===== config.mk =====
export PLATFORM = sky130hd
export DESIGN_NAME = core_cycle_seq
export DESIGN_NICKNAME = d
export VERILOG_FILES = /design/src/rtl/core_cycle_pkg.sv /design/src/rtl/core_cycle_seq.sv
export SDC_FILE = /design/constraint.sdc
export NUM_CORES = 1
export LEC_CHECK = 0
export BUFFER_PORTS_ARGS = -buffer_cell sky130_fd_sc_hd__buf_4
export CORE_AREA = 3 3 88 123
export DETAILED_ROUTE_END_ITERATION = 16
export DIE_AREA = 0 0 91 126
export GPL_ROUTABILITY_DRIVEN = 0
export SETUP_SLACK_MARGIN = 0.4
export SYNTH_ARGS = -nofsm -noshare
export SYNTH_HDL_FRONTEND = slang
export SYNTH_SLANG_ARGS = --single-unit
export TNS_END_PERCENT = 50

===== constraint.sdc =====
create_clock -name core_clk_i -period 4.3 [get_ports core_clk_i]
set_input_delay 1.075 -clock core_clk_i [delete_from_list [all_inputs] [get_ports core_clk_i]]
set_output_delay 1.075 -clock core_clk_i [all_outputs]
set_load 0.05 [all_outputs]

===== src/rtl/core_cycle_pkg.sv =====
// shared constants and types for the instruction-cycle sequencer
package core_cycle_pkg;

   // ----------------------------------------------------------------
   // widths
   // ----------------------------------------------------------------
   localparam int INSTR_W = 12;
   localparam int DATA_W  = 8;
   localparam int FILE_W  = 5;
   localparam int ADDR_W  = 7;

   // ----------------------------------------------------------------
   // data-file map and values
   // ----------------------------------------------------------------
   localparam logic [4:0] INDIRECT_PORT_ADDR = 5'h00;
   localparam logic [4:0] POINTER_ADDR       = 5'h04;
   localparam logic [7:0] NULL_READ_VALUE    = 8'h00;
   localparam logic [7:0] POINTER_RESET      = 8'hFF;
   localparam logic [4:0] POINTER_LOW_MASK   = 5'h1F;

   // ----------------------------------------------------------------
   // reset values and timing
   // ----------------------------------------------------------------
   localparam logic [11:0] PC_RESET_VALUE  = 12'h000;
   localparam logic [11:0] INSTR_RESET     = 12'h000;
   localparam int          PHASES_PER_CYCLE = 4;

   // ----------------------------------------------------------------
   // phase states
   // ----------------------------------------------------------------
   typedef enum logic [1:0] {
      PH_ONE   = 2'b00,
      PH_TWO   = 2'b01,
      PH_THREE = 2'b10,
      PH_FOUR  = 2'b11
   } phase_e;

endpackage


===== src/rtl/core_cycle_seq.sv =====
// instruction-cycle sequencer, two-stage pipeline and indirect addressing
//
// Contract
// - input clock divided into four phases forming one instruction cycle
// - program counter steps at phase one, starting each fetch cycle
// - next instruction word captured from program memory in phase four
// - fetch and execute overlap, one instruction per cycle
// - fetched word enters instruction register at phase one, executes phases two-four
// - operand read in phase two, result written in phase four
// - program-counter changes take two cycles; fetched word is discarded
// - indirect port holds nothing; access goes to pointer-addressed location
// - indirect read with pointer zero returns 00h
// - indirect write with pointer zero changes no location
// - low five pointer bits select address 00h-1Fh in current bank
// - unbanked: pointer bits seven to five read as ones
// - two banks: pointer bit five picks bank, bits seven-six read ones
// - four banks: pointer bits six-five pick bank, bit seven reads one
// - instruction words are 12 bits, one word fetched per cycle
`timescale 1ns/1ps

module core_cycle_seq
   import core_cycle_pkg::*;
#(
   parameter int PC_W      = 10,
   parameter int BANK_BITS = 1
) (
   // clock and reset
   input  wire logic               core_clk_i,
   input  wire logic               rst_i,
   // phase outputs
   output logic                    phase_one_o,
   output logic                    phase_two_o,
   output logic                    phase_three_o,
   output logic                    phase_four_o,
   // program memory
   output logic [PC_W-1:0]         prog_addr_o,
   input  wire logic [INSTR_W-1:0] prog_data_i,
   // decoder and alu
   output logic [INSTR_W-1:0]      instr_o,
   output logic                    instr_valid_o,
   input  wire logic [FILE_W-1:0]  file_addr_i,
   input  wire logic               rd_req_i,
   input  wire logic               wr_req_i,
   input  wire logic [DATA_W-1:0]  result_i,
   input  wire logic               branch_i,
   input  wire logic [PC_W-1:0]    branch_target_i,
   output logic [DATA_W-1:0]       operand_o,
   output logic [DATA_W-1:0]       pointer_o,
   // data register file
   output logic [ADDR_W-1:0]       data_addr_o,
   output logic                    data_rd_en_o,
   input  wire logic [DATA_W-1:0]  data_rdata_i,
   output logic                    data_wr_en_o,
   output logic [DATA_W-1:0]       data_wdata_o
);

   // ----------------------------------------------------------------
   // configuration masks
   // ----------------------------------------------------------------
   localparam logic [1:0] BANK_MASK = (BANK_BITS >= 2) ? 2'h3 : (BANK_BITS == 1) ? 2'h1 : 2'h0;
   localparam logic [7:0] IMPL_MASK = {1'b0, BANK_MASK, POINTER_LOW_MASK};

   // ----------------------------------------------------------------
   // state
   // ----------------------------------------------------------------
   typedef struct packed {
      phase_e               phase;
      logic [PC_W-1:0]      pc;
      logic [INSTR_W-1:0]   fetch_buf;
      logic                 fetch_valid;
      logic [INSTR_W-1:0]   ir;
      logic                 ir_valid;
      logic [DATA_W-1:0]    ptr;
      logic [ADDR_W-1:0]    addr;
      logic                 rd_en;
      logic                 indirect;
      logic                 null_ind;
      logic                 ptr_hit;
      logic [DATA_W-1:0]    operand;
      logic                 wr_en;
      logic                 ptr_wr;
      logic [DATA_W-1:0]    wdata;
   } seq_state_s;

   seq_state_s st_ff;
   seq_state_s nxt_st;
   logic       take_branch;

   // ----------------------------------------------------------------
   // helpers
   // ----------------------------------------------------------------
   function automatic logic [7:0] ptr_view(input logic [7:0] v);
      ptr_view = v | ~IMPL_MASK;
   endfunction

   function automatic logic [ADDR_W-1:0] resolve(input logic [4:0] fa, input logic [7:0] p);
      logic [4:0] low;
      low = (fa == INDIRECT_PORT_ADDR) ? p[4:0] : fa;
      resolve = {p[6:5] & BANK_MASK, low};
   endfunction

   assign take_branch = st_ff.ir_valid & branch_i;

   // ----------------------------------------------------------------
   // next state
   // ----------------------------------------------------------------
   always_comb begin
      nxt_st = st_ff;
      case (st_ff.phase)
         PH_ONE: begin
            nxt_st.phase    = PH_TWO;
            nxt_st.addr     = resolve(file_addr_i, st_ff.ptr);
            nxt_st.indirect = (file_addr_i == INDIRECT_PORT_ADDR);
            nxt_st.null_ind = (file_addr_i == INDIRECT_PORT_ADDR) && (st_ff.ptr[4:0] == INDIRECT_PORT_ADDR);
            nxt_st.ptr_hit  = (resolve(file_addr_i, st_ff.ptr) == {2'h0, POINTER_ADDR})
                              || (resolve(file_addr_i, st_ff.ptr) ==
                                  {st_ff.ptr[6:5] & BANK_MASK, POINTER_ADDR});
            nxt_st.rd_en    = st_ff.ir_valid & rd_req_i;
         end
         PH_TWO: begin
            nxt_st.phase = PH_THREE;
            nxt_st.rd_en = 1'b0;
            if (st_ff.rd_en) begin
               if (st_ff.null_ind) begin
                  nxt_st.operand = NULL_READ_VALUE;
               end else if (st_ff.ptr_hit) begin
                  nxt_st.operand = ptr_view(st_ff.ptr);
               end else begin
                  nxt_st.operand = data_rdata_i;
               end
            end
         end
         PH_THREE: begin
            nxt_st.phase       = PH_FOUR;
            nxt_st.fetch_buf   = prog_data_i;
            nxt_st.fetch_valid = 1'b1;
            nxt_st.wdata       = result_i;
            nxt_st.wr_en       = st_ff.ir_valid & wr_req_i & ~st_ff.null_ind & ~st_ff.ptr_hit;
            nxt_st.ptr_wr      = st_ff.ir_valid & wr_req_i & ~st_ff.null_ind & st_ff.ptr_hit;
         end
         PH_FOUR: begin
            nxt_st.phase  = PH_ONE;
            nxt_st.wr_en  = 1'b0;
            nxt_st.ptr_wr = 1'b0;
            if (st_ff.ptr_wr) begin
               nxt_st.ptr = ptr_view(st_ff.wdata);
            end
            nxt_st.ir       = st_ff.fetch_buf;
            nxt_st.ir_valid = st_ff.fetch_valid & ~take_branch;
            if (take_branch) begin
               nxt_st.pc = branch_target_i;
            end else begin
               nxt_st.pc = PC_W'(st_ff.pc + 1'b1);
            end
         end
         default: begin
            nxt_st.phase = PH_ONE;
         end
      endcase
   end

   // ----------------------------------------------------------------
   // registers
   // ----------------------------------------------------------------
   always_ff @(posedge core_clk_i) begin
      if (rst_i) begin
         st_ff.phase       <= PH_ONE;
         st_ff.pc          <= PC_RESET_VALUE[PC_W-1:0];
         st_ff.fetch_buf   <= INSTR_RESET;
         st_ff.fetch_valid <= 1'b0;
         st_ff.ir          <= INSTR_RESET;
         st_ff.ir_valid    <= 1'b0;
         st_ff.ptr         <= POINTER_RESET;
         st_ff.addr        <= '0;
         st_ff.rd_en       <= 1'b0;
         st_ff.indirect    <= 1'b0;
         st_ff.null_ind    <= 1'b0;
         st_ff.ptr_hit     <= 1'b0;
         st_ff.operand     <= NULL_READ_VALUE;
         st_ff.wr_en       <= 1'b0;
         st_ff.ptr_wr      <= 1'b0;
         st_ff.wdata       <= NULL_READ_VALUE;
      end else begin
         st_ff <= nxt_st;
      end
   end

   // ----------------------------------------------------------------
   // outputs
   // ----------------------------------------------------------------
   assign phase_one_o   = (st_ff.phase == PH_ONE);
   assign phase_two_o   = (st_ff.phase == PH_TWO);
   assign phase_three_o = (st_ff.phase == PH_THREE);
   assign phase_four_o  = (st_ff.phase == PH_FOUR);
   assign prog_addr_o   = st_ff.pc;
   assign instr_o       = st_ff.ir;
   assign instr_valid_o = st_ff.ir_valid;
   assign operand_o     = st_ff.operand;
   assign pointer_o     = ptr_view(st_ff.ptr);
   assign data_addr_o   = st_ff.addr;
   assign data_rd_en_o  = st_ff.rd_en & ~st_ff.null_ind & ~st_ff.ptr_hit;
   assign data_wr_en_o  = st_ff.wr_en;
   assign data_wdata_o  = st_ff.wdata;
endmodule // core_cycle_seq


# Yosys cells after proc, flatten, opt, wreduce, memory -nomap -nowiden
# Index checks and enable logic that the tools add are counted.
# W data, S select, Z words.
# totals
mem_bits_ro	0
latch_bits	0
in_bits	48
ramBits	0
n_memories	0
elab_cells	49
out_inout_bits	60
regBits	71
# op_classes
n_shift	0
eq_ne	5
reduce_logical	9
mux	7
n_div	0
bitwise_logic	12
mul	0
add_sub_neg	1
magnitude_cmp	0
# ops
cell	n
$mux W8	2
$add A10 B1 Y10 const B	1
$logic_not A5 Y1	2
$mux W10	1
$and A1 B1 Y1	9
$pmux W2 S4	1
$eq A6 B3 Y1 const B	1
$eq A5 B3 Y1 const B	1
$mux W5	1
$eq A2 B2 Y1 const B	2
$pmux W2 S2	1
$reduce_and A2 Y1	2
$reduce_bool A2 Y1	2
$not A1 Y1	3
$eq A2 B1 Y1 const B	1
$logic_not A2 Y1	1
$pmux W1 S2	1
$logic_and A1 B1 Y1	1
$logic_or A1 B1 Y1	1

# Logic depth before layout (Yosys ltp)
# depth
depth_word	4
depth_mapped	7
ltp_nobuf	6

# Least setup slack after synthesis
# OpenSTA, ideal clock, no wires.
# synth_path
kind	register to output
start	reg st_ff[18] (netlist name)
end	out data_rd_en_o
required_time_ns	3.225
arrival_time_ns	1.637
stages_incl_launch_ff	3
n_path_buf	1
path_slack_ns	1.588
cell_sequence	dfxtp_1 buf_2 nor3b_1
# synth_via
elab_chain_len	2
# synth_rtl
element	line	rtl
start: declaration	core_cycle_seq.sv:85	seq_state_s st_ff;
start signal: assignment	core_cycle_seq.sv:184	st_ff <= nxt_st;
$not A1 Y1	core_cycle_seq.sv:201	assign data_rd_en_o = st_ff.rd_en & ~st_ff.null_ind & ~st_ff.ptr_hit;
$and A1 B1 Y1	core_cycle_seq.sv:201	
end: declaration	core_cycle_seq.sv:51	output logic data_rd_en_o,
# Every way passes these cells.

# Worst setup path after layout
# layout_path
start	reg st_ff[73] (netlist name)
end	out phase_one_o
# layout_via
elab_chain_len	1
# layout_rtl
element	line	rtl
$logic_not A2 Y1	core_cycle_seq.sv:191	assign phase_one_o = (st_ff.phase == PH_ONE);
end: declaration	core_cycle_seq.sv:31	output logic phase_one_o,
# Every way passes these cells.

==> run summary <==
Synthesized area = 0.00342 mm2
Clock slew at the register clock pins of the worst setup and hold paths = 0.05 ns
Slew at the pin with the worst max-slew slack = 0.796 ns
Fill cell count = 1,038
Worst Hold Launch = st_ff[50]
Final critical path time including I/O delays and setup = 2.70 ns
Initial core utilization = 34.5%
Number of violations reported at the end of detailed-routing iteration 0 = 86
Count of cells along the worst register-to-register path = 4
Path type of the worst setup path = flop to output port
Worst Setup Start Kind = flop
Number of buffers added on ports = 104
DIE WIDTH = 91 um
Peak VDD IR = 203 uV
# clock sinks = 71
Ratio of cells with drive above 1 in the final layout = 30.9%
Outcome = finished, final reports clean
Cell type contributing the most total cell area after synthesis = sky130_fd_sc_hd__dfxtp_1
Kind of end point of the critical path = output port
Count of cells along the worst hold path = 2
Boundary pin count = 108
Combined area of the multi-input logic cells = 0.00148 mm2
Capturing point of the worst reg2reg path = pointer_o[2]
Average wire per standard cell = 14.0 um
DR vias = 2,714
Worst setup skew after layout = 0.00782 ns
Sequential cell fraction of total power = 35.7%
Cell count after synthesis = 380
Pin count of the biggest net entering global routing = 75
Count of antenna-violating nets left after detailed routing = 0
Switching Power = 633 uW
Chip height = 126 um
Sw frac = 30.1%
Asr flop ratio synth = 0%
Number of cells upsized or downsized after cts = 0
Crit Reg-Reg Startpoint = st_ff[73]
Number of buffers added to fix hold violations after cts = 0
Count of state elements after synthesis = 71
Pre-Repair DR Iteration Count = 4
Tightest Hold Check Type = flop to flop
Signed area change from the synthesized netlist to the final layout = 23.6%
Power density over the cells = 499 mW/mm2
Biggest area contributors in the synthesized netlist = sky130_fd_sc_hd__dfxtp_1 42%, sky130_fd_sc_hd__buf_4 12%, sky130_fd_sc_hd__mux2i_1 10%
Final Slew Violations = 0
Internal power summed over all cells = 1470 uW
Detailed placer's ending HPWL = 5400 um
TritonCTS clock tree = done
Root cell of the clock tree = sky130_fd_sc_hd__clkbuf_16
Sequential area share after synthesis = 41.6%
Main synth FF type = sky130_fd_sc_hd__dfxtp_1
Later-pin clock latency in the skew report = 0.33 ns
End of the worst hold path = st_ff[50]
Count of max-cap constraint violations = 0
Via density per instance = 4.83
Part of the total power dissipated in combinational logic = 23.7%
Distinct cell type count after synthesis = 44
Global-route wire length before repair = 12,400 um
Global router's overall resource usage = 13.4%
Storage element area = 0.00142 mm2
Core Area = 0.00990 mm2
Headroom to the max-slew limit = 47.0%
Max Root-Sink Buffers = 2
Number of buffers created by CTS = 9
Arrival time of data at the critical path endpoint = 1.62 ns
DRC errors left = 0
Instance count after placement with tap cells included = 546
Die footprint = 0.0115 mm2
Number of antenna violations at the first check in global routing = 0
Vias in the first global route = 2,541
Required time at the endpoint of the critical path = 3.22 ns
Number of antenna diodes = 0
Number of warning messages in the yosys log = 0
RSZ-0062 raised after global routing = no
Number of nets at the end of the flow = 475
Worst-case hold slack = 0.474 ns
Total Routed Length = 7850 um
R2R setup slack = 2.58 ns
Floorplan row count = 43
Finished Layout Cells = 562
Pleak = 0.00172 uW
Post-synth top area share = 41.6%
Post-route core utilization = 42.7%
Post-CTS setup buffer count = 0
Synth top cells by count = 74 x sky130_fd_sc_hd__nor2_1, 71 x sky130_fd_sc_hd__dfxtp_1, 53 x sky130_fd_sc_hd__buf_4
Proportion of power drawn by the clock network = 40.5%
Layout Cell Area excl Fill = 0.00422 mm2
Per-instance average area after synthesis = 8.99 um2
Period utilization = 62.7%
Final hold violations = 0
Peak fanout along the critical path = 18
Sum Neg Setup Slack = 0 ns
Final setup violation count = 0
Most frequent cell after synthesis = sky130_fd_sc_hd__nor2_1
Remaining Overflow, GRT = 0
Number of synthesized flops with an enable pin = 0
Fmax achieved = 371 MHz
Post-place instance area = 0.00388 mm2
Maximum level of the CTS H-tree = 3
-- sequential cells by signal (all words and copies together) (netlist names), 6 cells and up --
| signal | cells |
|---|---|
| prog_addr_o | 10 |
| st_ff | 19 |
| data_addr_o | 6 |
| instr_o | 12 |
| pointer_o | 6 |
| data_wdata_o | 8 |
| operand_o | 8 |
-- power by group through the flow --
stage | combinational, uW | clock [uW] | sequential [uW]
3_3_place_gp | 497 | 0 | 766
5_1_grt | 537 | 903 | 759
3_5_place_dp | 505 | 0 | 768
6_report | 500 | 853 | 753
4_1_cts | 505 | 877 | 754
2_1_floorplan | 419 | 0 | 755
-- kinds of logic (layout without fill, tap and decap cells) --
logic type      Yosys count  count (layout)  share of synthesized area, %
simple gates            125             125                          16.9
flops                    71              71                          41.6
fa+ha+maj                 5               5                          1.83
other cells               2               3                         0.220
compound gates           57              57                          12.2
mux                      40              40                          11.9
buf+inv                  80             126                          15.4
-- cells in the final DEF, fill, tap and decap left out, types with 3 or more instances in the layout --
master,Yosys,layout
sky130_fd_sc_hd__conb_1,2,3
sky130_fd_sc_hd__mux2i_1,34,34
sky130_fd_sc_hd__nand2b_1,5,5
sky130_fd_sc_hd__nand2_1,9,9
sky130_fd_sc_hd__mux2_2,6,6
sky130_fd_sc_hd__and3_1,9,9
sky130_fd_sc_hd__nand4_1,3,3
sky130_fd_sc_hd__nor2_1,74,74
sky130_fd_sc_hd__nor3b_1,4,4
sky130_fd_sc_hd__nor3_1,6,6
sky130_fd_sc_hd__a211o_1,6,6
sky130_fd_sc_hd__nand3_1,5,5
sky130_fd_sc_hd__dfxtp_1,71,71
sky130_fd_sc_hd__inv_1,4,4
sky130_fd_sc_hd__a21oi_1,11,11
sky130_fd_sc_hd__nor4_1,3,3
sky130_fd_sc_hd__a211oi_1,6,6
sky130_fd_sc_hd__clkbuf_16,0,9
sky130_fd_sc_hd__o21ai_0,7,7
sky130_fd_sc_hd__bufinv_16,0,3
sky130_fd_sc_hd__a22oi_1,9,9
sky130_fd_sc_hd__buf_4,53,106
sky130_fd_sc_hd__ha_1,5,4
-- area by class of cell --
cell class | instances | area share, %
Clock buffer | 10 | 5.66
Timing Repair Buffer | 106 | 18.8
Inverter | 4 | 0.356
Tap cell | 135 | 4.00
Multi-Input combinational cell | 230 | 34.9
Sequential cell | 71 | 33.7
Clock inverter | 6 | 2.55
-- through the flow --
stage	setup WS, ns	total power [uW]
finish	1.60	2110
global placement	1.98	1260
CTS	1.59	2140
detailed placement	1.95	1270
global route	1.51	2200
floorplan	1.59	1170
-- worst max-delay path, cell delays in order (launching register included) --
cell and delay (ns):
sky130_fd_sc_hd__dfxtp_1 0.33, sky130_fd_sc_hd__inv_1 0.08, sky130_fd_sc_hd__ha_1 0.57, sky130_fd_sc_hd__buf_4 0.31
-- how the worst max path moves through the flow --
stage / startpoint / to / slack [ns]
final: st_ff[73] / phase_one_o / 1.60
after global placement: st_ff[73] / phase_four_o / 1.98
after floorplan: st_ff[18] / data_rd_en_o / 1.59
after global routing: st_ff[74] / phase_one_o / 1.51
after detailed placement: st_ff[73] / phase_four_o / 1.95
after CTS: st_ff[73] / phase_one_o / 1.59
-- routing by layer --
layer	GRT usage, %	part of all wire (%)	vias to the layer above
li1	-	-	1344
met1	16.4	43	1285
met2	21.6	49	73
met3	4.30	5.5	12
met4	5.68	1.8	0
met5	0	0	-
(Power assumes the default switching activity.)
